==> src/rtl/pcdfm_map.vh <==
`ifndef PCDFM_MAP_VH
`define PCDFM_MAP_VH
// ==================================================
// Register indexes (byte address = 4 * index)
`define PCDFM_IDX_CTRL0 24'hFFE380
`define PCDFM_IDX_CTRL1 24'hFFE381
`define PCDFM_IDX_DB 24'hFFE382
`define PCDFM_IDX_MPF 24'hFFE383
`define PCDFM_IDX_FAULT_ZERO_PIN_MASK 24'hFFE384
`define PCDFM_IDX_STAT 24'hFFE3A0
`define PCDFM_IDX_CLR 24'hFFE3A1
`define PCDFM_IDX_IEN 24'hFFE3A2
`define PCDFM_IDX_PER 24'hFFE3A3
`define PCDFM_IDX_DUTY0 24'hFFE3A8
`define PCDFM_IDX_DUTY5 24'hFFE3AD
// ==================================================
// Field positions
`define PCDFM_C0_EN 0
`define PCDFM_C0_READY 1
`define PCDFM_C0_EXTSEL 2
`define PCDFM_C1_RL_HI 7
`define PCDFM_C1_RL_LO 6
`define PCDFM_C1_IND 5
`define PCDFM_C1_POL_HI 4
`define PCDFM_C1_POL_LO 2
`define PCDFM_C1_PRE_HI 1
`define PCDFM_C1_PRE_LO 0
`define PCDFM_FM_DBG 5
`define PCDFM_FM_F1 2
`define PCDFM_FM_C0 1
`define PCDFM_FM_F0 0
`define PCDFM_ST_RLD 7
// ==================================================
// Reset values and masks
`define PCDFM_CTRL0_RST 3'h0
`define PCDFM_CTRL1_RST 8'h00
`define PCDFM_DB_RST 8'h01
`define PCDFM_MPF_RST 8'h00
`define PCDFM_FM_RST 8'h00
`define PCDFM_FM_WMASK 8'h27
`define PCDFM_ST_MASK 8'hA7
`define PCDFM_PER_RST 12'hFFF
`define PCDFM_DUTY_RST 12'h000
`define PCDFM_DB_MAX 9'h100
`endif

==> src/rtl/pcdfm_top.v <==
// What this block does
// RULE1: Reload-rate writes go to holding; applied at period end; reads return holding.
// RULE2: Reload every 1, 2, 4 or 8 periods by rate code.
// RULE3: Independence bit clear gives three complementary pairs, set gives six channels.
// RULE4: Pair polarity bit set inverts both outputs of that pair.
// RULE5: PWM input clock divided by buffered two-bit divider; 00 by 1, 11 by 8.
// RULE6: Divider selection applied at next reload event; reads return holding value.
// RULE7: Rate code 11 means every eighth; divider 01 and 10 divide by 2 and 4.
// RULE8: Deadband counts 8-bit value of undivided PWM input clock cycles.
// RULE9: Deadband value 00h means maximum duration; smallest valid value is 1.
// RULE10: Only first deadband write after reset is taken; reset value 01h.
// RULE11: Both pair outputs held deasserted during deadband.
// RULE12: Pulses shorter than deadband plus filter value, in PWM clocks, are suppressed.
// RULE13: Debug entry raises a fault unless debug mask bit is set.
// RULE14: Fault-1, comparator, fault-0 pin raise faults only when their mask is clear.
// RULE15: Fault mask written once; bits only set by ones, never cleared.
// RULE16: Unmasked fault drives outputs off until recovery conditions are met.
// RULE17: Software writes reserved mask bits zero, programs once before enabling.
// RULE18: Holding values copied to working at reload only when ready bit set.
// RULE19: Masked source never sets its fault status flag.
`timescale 1ns/1ps
`include "pcdfm_map.vh"

module pcdfm_top #(
  parameter PER_W = 12,
  parameter ADDR_W = 26
) (
  input wire pclk,
  input wire presetn,
  input wire psel,
  input wire penable,
  input wire pwrite,
  input wire [ADDR_W-1:0] paddr,
  input wire [31:0] pwdata,
  output reg [31:0] prdata,
  output reg pready,
  output reg pslverr,
  input wire external_count_clock_input,
  input wire fault_zero_pin,
  input wire comparator_in,
  input wire fault_one_in,
  input wire debug_mode,
  output reg [2:0] pwm_high,
  output reg [2:0] pwm_low,
  output reg fault_active,
  output reg irq
);

  // ==================================================
  // Bus access
  wire [23:0] idx = paddr[ADDR_W-1:2];
  wire wr = psel & penable & pready & pwrite;
  wire [7:0] wd = pwdata[7:0];

  // ==================================================
  // Register state
  reg en;
  reg ready;
  reg ext_sel;
  reg [1:0] rl_hold;
  reg [1:0] rl_work;
  reg [1:0] pre_hold;
  reg [1:0] pre_work;
  reg ind;
  reg [2:0] pol;
  reg [7:0] db;
  reg db_lock;
  reg [7:0] mpf;
  reg [7:0] fm;
  reg fm_lock;
  reg [7:0] st;
  reg [7:0] ien;
  reg [PER_W-1:0] per_hold;
  reg [PER_W-1:0] per_work;
  reg [PER_W-1:0] duty_hold [0:5];
  reg [PER_W-1:0] duty_work [0:5];

  // ==================================================
  // Time base
  reg ext_q;
  reg [2:0] pre_cnt;
  reg [2:0] pre_lim;
  reg [2:0] rl_lim;
  reg [2:0] rcnt;
  reg [PER_W-1:0] mcnt;
  // External count input is taken as synchronous; rising edge is one tick
  wire in_tick = ext_sel ? (external_count_clock_input & ~ext_q) : 1'b1;
  wire pwm_tick = en & in_tick & (pre_cnt >= pre_lim);
  wire [PER_W-1:0] per_last = (per_work == {PER_W{1'b0}}) ? {PER_W{1'b0}} :
                              per_work - {{(PER_W-1){1'b0}}, 1'b1};
  wire per_end = pwm_tick & (mcnt >= per_last);
  wire reload = per_end & (rcnt >= rl_lim);
  wire [8:0] db_len = (db == 8'h00) ? `PCDFM_DB_MAX : {1'b0, db}; // RULE9
  wire [9:0] minw = {1'b0, db_len} + {2'b00, mpf}; // RULE12

  always @* begin
    case (pre_work) // RULE5 RULE7
      2'b00: pre_lim = 3'h0;
      2'b01: pre_lim = 3'h1;
      2'b10: pre_lim = 3'h3;
      default: pre_lim = 3'h7;
    endcase
    case (rl_work) // RULE2 RULE7
      2'b00: rl_lim = 3'h0;
      2'b01: rl_lim = 3'h1;
      2'b10: rl_lim = 3'h3;
      default: rl_lim = 3'h7;
    endcase
  end

  always @(posedge pclk or negedge presetn) begin
    if (!presetn) begin
      ext_q <= 1'b0;
      pre_cnt <= 3'h0;
      mcnt <= {PER_W{1'b0}};
      rcnt <= 3'h0;
    end else begin
      ext_q <= external_count_clock_input;
      if (!en) begin
        pre_cnt <= 3'h0;
        mcnt <= {PER_W{1'b0}};
        rcnt <= 3'h0;
      end else begin
        if (in_tick)
          pre_cnt <= (pre_cnt >= pre_lim) ? 3'h0 : pre_cnt + 3'h1;
        if (per_end) begin
          mcnt <= {PER_W{1'b0}};
          rcnt <= reload ? 3'h0 : rcnt + 3'h1; // RULE2
        end else if (pwm_tick) begin
          mcnt <= mcnt + {{(PER_W-1){1'b0}}, 1'b1};
        end
      end
    end
  end

  // ==================================================
  // Faults
  reg dbg_q;
  wire dbg_entry = debug_mode & ~dbg_q;
  wire hit_dbg = dbg_entry & ~fm[`PCDFM_FM_DBG]; // RULE13
  wire hit_f1 = fault_one_in & ~fm[`PCDFM_FM_F1]; // RULE14
  wire hit_c0 = comparator_in & ~fm[`PCDFM_FM_C0]; // RULE14
  wire hit_f0 = fault_zero_pin & ~fm[`PCDFM_FM_F0]; // RULE14
  wire any_hit = hit_dbg | hit_f1 | hit_c0 | hit_f0;
  wire lvl_dbg = debug_mode & ~fm[`PCDFM_FM_DBG];
  wire any_lvl = lvl_dbg | hit_f1 | hit_c0 | hit_f0;
  wire [7:0] st_set = {reload, 1'b0, hit_dbg, 2'b00, hit_f1, hit_c0, hit_f0}; // RULE19
  // Fault flags only clear once their source has gone away
  wire [7:0] src_lvl = {2'b00, debug_mode, 2'b00, fault_one_in, comparator_in, fault_zero_pin};
  wire [7:0] st_clr = (wr && idx == `PCDFM_IDX_CLR) ? (wd & ~src_lvl) : 8'h00;

  always @(posedge pclk or negedge presetn) begin
    if (!presetn) begin
      dbg_q <= 1'b0;
      fault_active <= 1'b0;
      st <= 8'h00;
      irq <= 1'b0;
    end else begin
      dbg_q <= debug_mode;
      // Automatic recovery only: a new period with all unmasked sources quiet
      if (any_hit)
        fault_active <= 1'b1; // RULE16
      else if (per_end && !any_lvl)
        fault_active <= 1'b0; // RULE16
      st <= ((st & ~st_clr) | st_set) & `PCDFM_ST_MASK;
      irq <= |(st & ien);
    end
  end

  // ==================================================
  // Register writes
  always @(posedge pclk or negedge presetn) begin
    if (!presetn) begin
      {ext_sel, ready, en} <= `PCDFM_CTRL0_RST;
      {rl_hold, ind, pol, pre_hold} <= `PCDFM_CTRL1_RST;
      rl_work <= 2'b00;
      pre_work <= 2'b00;
      db <= `PCDFM_DB_RST;
      db_lock <= 1'b0;
      mpf <= `PCDFM_MPF_RST;
      fm <= `PCDFM_FM_RST;
      fm_lock <= 1'b0;
      ien <= 8'h00;
      per_hold <= `PCDFM_PER_RST;
      per_work <= `PCDFM_PER_RST;
    end else begin
      if (per_end)
        rl_work <= rl_hold; // RULE1
      if (reload && ready) begin
        pre_work <= pre_hold; // RULE6 RULE18
        per_work <= per_hold; // RULE18
        ready <= 1'b0;
      end
      if (wr) begin
        case (idx)
          `PCDFM_IDX_CTRL0: begin
            en <= wd[`PCDFM_C0_EN];
            ready <= wd[`PCDFM_C0_READY];
            ext_sel <= wd[`PCDFM_C0_EXTSEL];
          end
          `PCDFM_IDX_CTRL1: begin
            rl_hold <= wd[`PCDFM_C1_RL_HI:`PCDFM_C1_RL_LO]; // RULE1
            ind <= wd[`PCDFM_C1_IND]; // RULE3
            pol <= wd[`PCDFM_C1_POL_HI:`PCDFM_C1_POL_LO]; // RULE4
            pre_hold <= wd[`PCDFM_C1_PRE_HI:`PCDFM_C1_PRE_LO]; // RULE6
          end
          `PCDFM_IDX_DB: begin
            if (!db_lock) begin
              db <= wd; // RULE10
              db_lock <= 1'b1; // RULE10
            end
          end
          `PCDFM_IDX_MPF: mpf <= wd;
          `PCDFM_IDX_FAULT_ZERO_PIN_MASK: begin
            if (!fm_lock) begin
              fm <= fm | (wd & `PCDFM_FM_WMASK); // RULE15
              fm_lock <= 1'b1; // RULE15
            end
          end
          `PCDFM_IDX_IEN: ien <= wd & `PCDFM_ST_MASK;
          `PCDFM_IDX_PER: per_hold <= pwdata[PER_W-1:0];
          default: ;
        endcase
      end
    end
  end

  // ==================================================
  // Channels: duty, min pulse filter
  wire [5:0] raw;
  wire [5:0] cand;
  wire [5:0] filt_out;
  wire [2:0] dead;

  genvar c;
  generate
    for (c = 0; c < 6; c = c + 1) begin : g_ch
      reg filt;
      reg [9:0] fcnt;
      assign raw[c] = en & (mcnt < duty_work[c]);
      assign filt_out[c] = filt;
      always @(posedge pclk or negedge presetn) begin
        if (!presetn) begin
          duty_hold[c] <= `PCDFM_DUTY_RST;
          duty_work[c] <= `PCDFM_DUTY_RST;
          filt <= 1'b0;
          fcnt <= 10'h000;
        end else begin
          if (wr && idx == `PCDFM_IDX_DUTY0 + c)
            duty_hold[c] <= pwdata[PER_W-1:0];
          if (reload && ready)
            duty_work[c] <= duty_hold[c]; // RULE18
          // A level must persist minw PWM clocks before it reaches the pin
          if (!en) begin
            filt <= 1'b0;
            fcnt <= 10'h000;
          end else if (cand[c] == filt) begin
            fcnt <= 10'h000;
          end else if (fcnt >= minw) begin
            filt <= cand[c]; // RULE12
            fcnt <= 10'h000;
          end else if (pwm_tick) begin
            fcnt <= fcnt + 10'h001; // RULE12
          end
        end
      end
    end
  endgenerate

  // ==================================================
  // Pairs: deadband, polarity, fault off-state
  genvar p;
  generate
    for (p = 0; p < 3; p = p + 1) begin : g_pair
      reg prev_h;
      reg [8:0] dbc;
      assign dead[p] = (dbc != 9'h000);
      assign cand[2*p] = ind ? raw[2*p] : (raw[2*p] & ~dead[p]); // RULE3 RULE11
      assign cand[2*p+1] = ind ? raw[2*p+1] :
                           (~raw[2*p] & en & ~dead[p]); // RULE3 RULE11
      always @(posedge pclk or negedge presetn) begin
        if (!presetn) begin
          prev_h <= 1'b0;
          dbc <= 9'h000;
          pwm_high[p] <= 1'b0;
          pwm_low[p] <= 1'b0;
        end else begin
          prev_h <= raw[2*p];
          // Deadband uses the undivided input clock, not the prescaler
          if (!ind && raw[2*p] != prev_h)
            dbc <= db_len; // RULE8
          else if (in_tick && dead[p])
            dbc <= dbc - 9'h001; // RULE8
          if (fault_active) begin
            pwm_high[p] <= pol[p]; // RULE16
            pwm_low[p] <= pol[p]; // RULE16
          end else begin
            pwm_high[p] <= filt_out[2*p] ^ pol[p]; // RULE4
            pwm_low[p] <= filt_out[2*p+1] ^ pol[p]; // RULE4
          end
        end
      end
    end
  endgenerate

  // ==================================================
  // Read path and handshake
  reg [31:0] next_rdata;
  reg next_err;
  always @* begin
    next_rdata = 32'h0000_0000;
    next_err = 1'b0;
    if (idx >= `PCDFM_IDX_DUTY0 && idx <= `PCDFM_IDX_DUTY5) begin
      next_rdata[PER_W-1:0] = duty_hold[idx[2:0] - 3'h0];
    end else begin
      case (idx)
        `PCDFM_IDX_CTRL0: next_rdata[2:0] = {ext_sel, ready, en};
        `PCDFM_IDX_CTRL1: next_rdata[7:0] = {rl_hold, ind, pol, pre_hold}; // RULE1 RULE6
        `PCDFM_IDX_DB: next_rdata[7:0] = db;
        `PCDFM_IDX_MPF: next_rdata[7:0] = mpf;
        `PCDFM_IDX_FAULT_ZERO_PIN_MASK: next_rdata[7:0] = fm;
        `PCDFM_IDX_STAT: next_rdata[7:0] = st;
        `PCDFM_IDX_CLR: next_rdata = 32'h0000_0000;
        `PCDFM_IDX_IEN: next_rdata[7:0] = ien;
        `PCDFM_IDX_PER: next_rdata[PER_W-1:0] = per_hold;
        default: next_err = 1'b1;
      endcase
    end
  end

  always @(posedge pclk or negedge presetn) begin
    if (!presetn) begin
      pready <= 1'b0;
      pslverr <= 1'b0;
      prdata <= 32'h0000_0000;
    end else begin
      // No wait state: pready is registered from the setup phase, and every bus output comes from a flip-flop
      pready <= psel & ~penable;
      if (psel && !penable) begin
        prdata <= pwrite ? 32'h0000_0000 : next_rdata;
        pslverr <= next_err;
      end else begin
        pslverr <= 1'b0;
      end
    end
  end

endmodule // pcdfm_top

==> config.mk <==
export PLATFORM = sky130hd
export DESIGN_NAME = pcdfm_top
export DESIGN_NICKNAME = d
export VERILOG_FILES = /design/src/rtl/pcdfm_top.v
export VERILOG_INCLUDE_DIRS = /design/src /design/src/rtl
export SDC_FILE = /design/constraint.sdc
export NUM_CORES = 1
export LEC_CHECK = 0
export BUFFER_PORTS_ARGS = -buffer_cell sky130_fd_sc_hd__buf_2
export CORE_AREA = 3 3 205 307
export DETAILED_ROUTE_END_ITERATION = 8
export DIE_AREA = 0 0 208 310
export PLACE_DENSITY = 0.52
export SLEW_MARGIN = 15
export SYNTH_ARGS = -nofsm -noshare
export SYNTH_HDL_FRONTEND = slang
export SYNTH_SLANG_ARGS = --single-unit
==> constraint.sdc <==
create_clock -name pclk -period 9.4 [get_ports pclk]
set_input_delay 1.88 -clock pclk [delete_from_list [all_inputs] [get_ports pclk]]
set_output_delay 1.88 -clock pclk [all_outputs]
set_load 0.01 [all_outputs]
Word level (Yosys, flattened, before mapping)
Cells that the tools add are included.
- flip-flop bits (word level): 377
- bits of input ports: 68
- output and inout bits: 42
- word-level logic and storage cells: 349
- add/sub/neg operators: 14
- magnitude comparators: 18
- eq/ne operators: 49
- muxes and demuxes: 91
- bitwise operators: 65
- reductions and logical operators: 48
- operators with widths (cell ; count):
    $eq 24x24->1 const B ; 15
    $mux 10 ; 24
    $mux 12 ; 8
    $lt 12x12->1 ; 6
    $mux 9 ; 7
    $add 10x1->10 const B ; 6
    $ge 10x10->1 ; 6
    $mux 1 ; 39
    $bmux 12 s3 ; 1
    $pmux 5 s7 ; 1
    $and 1x1->1 ; 30
    $reduce_bool 9->1 ; 3
    $sub 9x1->9 const B ; 3
    $reduce_and 2->1 ; 13
    $and 8x8->8 ; 3
    $ge 24x24->1 const B ; 1
    $le 24x24->1 const B ; 1
    $ne 4x1->1 const B ; 6
    $pmux 3 s8 ; 1
    $mux 3 ; 6
    $pmux 3 s3 ; 2
    $logic_and 1x1->1 ; 17
    $ne 2x1->1 const B ; 8
    $not 1->1 ; 15
    other kinds (30) ; 63

Depth between registers and ports, before layout
- depth in word-level cells: 11
- depth in mapped cells: 20
- gate-level depth less buffers: 18

Worst setup path before layout
OpenSTA, ideal clock, no wires.
- path kind: input to register
- start: in paddr[13]
- end: reg db[2]
- library setup time: 0.125 ns
- arrival time: 3.684 ns
- data required time: 9.275 ns
- path slack: 5.591 ns
- stages: 7
- path buffers: 0
- path through: nor4b_2 > nand4_1 > or4_1 > nor3_2 > nand3b_2 > nor3_4 > mux2_2
- word-level cells in the longest chain between the ends: 2
- RTL lines (item ; line ; RTL):
    from (decl) ; pcdfm_top.v:33 ; input wire [ADDR_W-1:0] paddr,
    $eq 24x24->1 ; pcdfm_top.v:195 ; case (idx)
    $reduce_and 3->1 (no source line) ; n/a ;
    to (signal assigned) ; pcdfm_top.v:178 ; db <= `PCDFM_DB_RST;
    to (signal assigned) ; pcdfm_top.v:209 ; db <= wd;
    to (decl) ; pcdfm_top.v:66 ; reg [7:0] db;
No other way between the ends.
A chain may end at the register's enable or synchronous reset.

Final worst setup path
- start: reg per_work[5]
- end: reg duty_work[45] (netlist name)
- word-level cells in the longest chain between the ends: 6
- elaborated cells between the ends (all ways): 7
- classes of those cells: add/sub (1); order compare (1); mux (1); bitwise (2); reduce/logical (2)
- RTL lines (item ; line ; RTL):
    from (decl) ; pcdfm_top.v:74 ; reg [PER_W-1:0] per_work;
    from (signal assigned) ; pcdfm_top.v:185 ; per_work <= `PCDFM_PER_RST;
    from (signal assigned) ; pcdfm_top.v:191 ; per_work <= per_hold;
    $sub 12x1->12 / $logic_not 12->1 (equally long branches) ; pcdfm_top.v:90, pcdfm_top.v:89 ;
    $mux 12 * ; pcdfm_top.v:89 ; wire [PER_W-1:0] per_last = (per_work == {PER_W{1'b0}}) ? {PER_W{1'b0}} :
    $ge 12x12->1 * ; pcdfm_top.v:91 ; wire per_end = pwm_tick & (mcnt >= per_last);
    $and 1x1->1 * ; pcdfm_top.v:91 ;
    $and 1x1->1 * ; pcdfm_top.v:92 ; wire reload = per_end & (rcnt >= rl_lim);
    $logic_and 1x1->1 * ; pcdfm_top.v:251 ; if (reload && ready)
    to (signal, indexed assignment) ; pcdfm_top.v:245 ; duty_work[c] <= `PCDFM_DUTY_RST;
    to (signal, indexed assignment) ; pcdfm_top.v:252 ; duty_work[c] <= duty_hold[c];
    to (decl) ; pcdfm_top.v:76 ; reg [PER_W-1:0] duty_work [0:5];
Mark *: on every way between the ends. The rest lies on a longest branch, timed or not.

==> out/metrics.csv <==
stage,metric,value,unit
global_route,largest net degree at the start of global routing,78,
die,num rows,110,
global_route,initial antenna violation count,0,
run,max cap viols,0,
final_layout,Antenna Cells,0,
route,Post-Route WL,58.4,mm
pwr,P_sw,0.723,mW
clock_network,"Hold-fix buffers, CTS",0,
pwr,Power Density,140,nW/um^2
yosys,synth warn,0,
die,die area,64500,sq um
clock_network,maximum clock path buffer count,3,
final_layout,"commonest non-fill, non-tap cell in the layout",dfrtp_1,
placement,Placer Congestion,0.859,
yosys,Async SR Flop Fraction,1.00,
worst_setup_path,Buffers & Inverters on Critical Path,2,
final_layout,P&R area growth vs syn,12.0,%
yosys,Synth Cell Area,20500,sq um
sta,Final setup viols,0,
sta,Worst Skew,0.0166,ns
sta,RSZ-0062 raised after global routing,no,
die,die height,310,microns
placement,Post-DP HPWL,42.3,mm
yosys,Post-Syn Instances,1896,
global_route,number of global-route vias before repair,15400,
pwr,Seq pwr share,0.474,
final_layout,multi-input logic area,10800,sq um
clock_network,clock root buffer master,clkbuf_16,
final_layout,Seq. cell area,8860,sq um
yosys,"EDFF count, synth",0,
route,post-DR vias/cell,5.36,
final_layout,highest-count cells in the layout ignoring fill and taps,"dfrtp_1, mux2_2, ha_1",
die,core area,60300,sq um
status,status,"finished, final reports clean",
pwr,Sw Share,0.225,
route,ANT nets after route,0,
worst_setup_path,critical path's top delay family,simple AND/OR/NAND/NOR gates,
final_layout,nets,2174,
clock_network,postcts setup bufs,0,
worst_setup_path,crit path cell chain,or4_1 -> nor4_1 -> nand4b_1 -> and2_1 -> ha_1 -> nand2b_1 -> a21o_1 -> a21o_1 -> a21oi_1 -> o211ai_1 -> a31oi_4 -> nor3_4 -> buf_4 -> buf_4 -> mux2_2,
clock_network,Clock Pin Slew Worst Setup and Hold Paths,0.06,ns
sta,Max Slew Vio Count,0,
worst_setup_path,Worst Path Arrival,5.87,ns
pwr,internal power,2.49,mW
route,1st-pass router iterations,8,
sta,Final Cycle Share,0.579,
worst_setup_path,Critical Path Sink Type,flip-flop,
pwr,VDD IR max,0.123,mV
clock_network,clock sink count,353,
sta,final hold vios,0,
route,# DRC,0,
clock_network,CTS tree,done,
global_route,global-route wire length before repair,91.3,mm
yosys,sequential-to-total area share from yosys stat,0.433,
sta,setup TNS,0,ns
pwr,Clk pwr share,0.498,
yosys,syn avg cell area,10.8,sq um
worst_setup_path,Worst setup SP type,flip-flop,
worst_setup_path,CP max FO,59,
worst_hold_path,Hold Path Class,reg2reg,
yosys,synth unique cells,94,
final_layout,Final Util,0.380,
die,Top-Level Pins,110,
final_layout,share of cells above drive strength 1,0.224,
yosys,Post-synth top flop,dfrtp_1,
worst_setup_path,slowest CP cell,buf_4,
yosys,Yosys reg bits,353,
worst_setup_path,type of the worst setup path,reg2reg,
global_route,Congestion Overflow GR,0,
worst_setup_path,"slowest stage delay, CP",0.70,ns
die,Initial Util,0.339,
die,Die W,208,microns
pwr,Pwr Total,3.21,mW
route,1st-iter DRT viols,754,
clock_network,CTS HTree Levels,2,
sta,Slew @ Worst Pin,1.07,ns
placement,Port Buffers,67,
clock_network,Worst-Skew Late Latency,0.54,ns
pwr,Leak,10.2,nW
clock_network,Resize count post-CTS,0,
route,WL/cell,21.1,microns
sta,Tmin final,5.44,ns
worst_setup_path,CP Data Required Time,9.83,ns
clock_network,cts bufs inserted,39,
pwr,Logic pwr share,0.029,
global_route,GRT Util Overall,0.179,
sta,maximum clock rate,184,MHz
final_layout,FILL cells,5989,
route,total number of vias,14800,
sta,Max-Slew Margin vs Limit,0.285,
synthesized netlist by cell type, types with 48 or more instances:
master	n	share of area
o21ai_0	64	0.016
nor2_1	90	0.017
nand3_1	48	0.012
xnor2_1	52	0.022
dfrtp_1	328	0.40
xor2_1	50	0.021
nor3_1	63	0.015
ha_1	148	0.091
inv_1	115	0.021
nand2_1	128	0.023
a21oi_1	53	0.013
mux2_2	195	0.11
cell type report:
| type | count | share of cell area |
|---|---|---|
| inverter | 117 | 0.0192 |
| clock inverter | 18 | 0.00868 |
| tap | 784 | 0.0428 |
| sequential | 353 | 0.387 |
| timing repair buffer | 96 | 0.0246 |
| clock buffer | 53 | 0.0489 |
| multi-input combinational | 1350 | 0.469 |
power groups by stage:
| stage | Sequential (mW) | Clock [mW] | Combinational [mW] |
|---|---|---|---|
| 2_1_floorplan | 1.55 | 0 | 0.0350 |
| 3_5_place_dp | 1.55 | 0 | 0.0939 |
| 4_1_cts | 1.52 | 1.65 | 0.0941 |
| 5_1_grt | 1.52 | 1.70 | 0.102 |
| 3_3_place_gp | 1.55 | 0 | 0.0931 |
| 6_report | 1.52 | 1.60 | 0.0916 |
path summary, 6_finish.rpt:
check                             from          endpoint  slack [ns]  cells past startpoint
max                        per_work[5]     duty_work[45]        3.96                     15
min                            fm_lock           fm_lock        0.47                      1
max reg2reg                per_work[5]     duty_work[45]        3.96                     15
min reg2reg                    fm_lock           fm_lock        0.47                      1
max in group asynchronous      presetn  g_pair[1].dbc[8]        6.66                      2
min in group asynchronous      presetn     duty_work[37]        1.30                      1
flip-flops by register name, indices dropped and copies added, names as in the netlist, 4 cells and up:
signal and cells:
duty_work 72, db 8, per_hold 12, fm 4
g_ch.fcnt 60, ien 5, per_work 12, g_pair.dbc 27
mpf 8, duty_hold 72, g_ch.filt 6, st 5
prdata 12, mcnt 12
per-stage QoR:
stage / hold slack (ns) / cells / instance area (sq um) / worst slack, ns
after floorplan: 0.435 / 1915 / 20500 / 5.59
after global placement: 0.454 / 2700 / 21600 / 4.02
after detailed placement: 0.457 / 2700 / 21600 / 3.98
after CTS: 0.476 / 2771 / 22900 / 3.95
after global routing: 0.502 / 2771 / 22900 / 3.61
final: 0.472 / 2771 / 22900 / 3.96
metal layers:
layer / share of wire / track usage / routed length (microns)
met1: 0.39 / 0.202 / 22700
met5: 0 / 0 / 0
met4: 0.037 / 0.0676 / 2180
met3: 0.029 / 0.0182 / 1680
met2: 0.54 / 0.348 / 31800
worst register-to-register path: stages (launching register included):
cell      delay (ns)
dfstp_2         0.40
or4_1           0.60
nor4_1          0.34
nand4b_1        0.51
and2_1          0.36
ha_1            0.26
nand2b_1        0.09
a21o_1          0.11
a21o_1          0.10
a21oi_1         0.09
o211ai_1        0.32
a31oi_4         0.25
nor3_4          0.30
buf_4           0.40
buf_4           0.70
mux2_2          0.50
cell families after synthesis:
family / synth area share
buffers and inverters: 0.0458
other: 0.000183
XOR/XNOR: 0.0464
AO/OA/AOI/OAI: 0.105
multiplexers: 0.146
AND/OR/NAND/NOR: 0.130
flip-flops: 0.433
adder cells (fa/ha/maj): 0.0930
(Power assumes the default switching activity.)
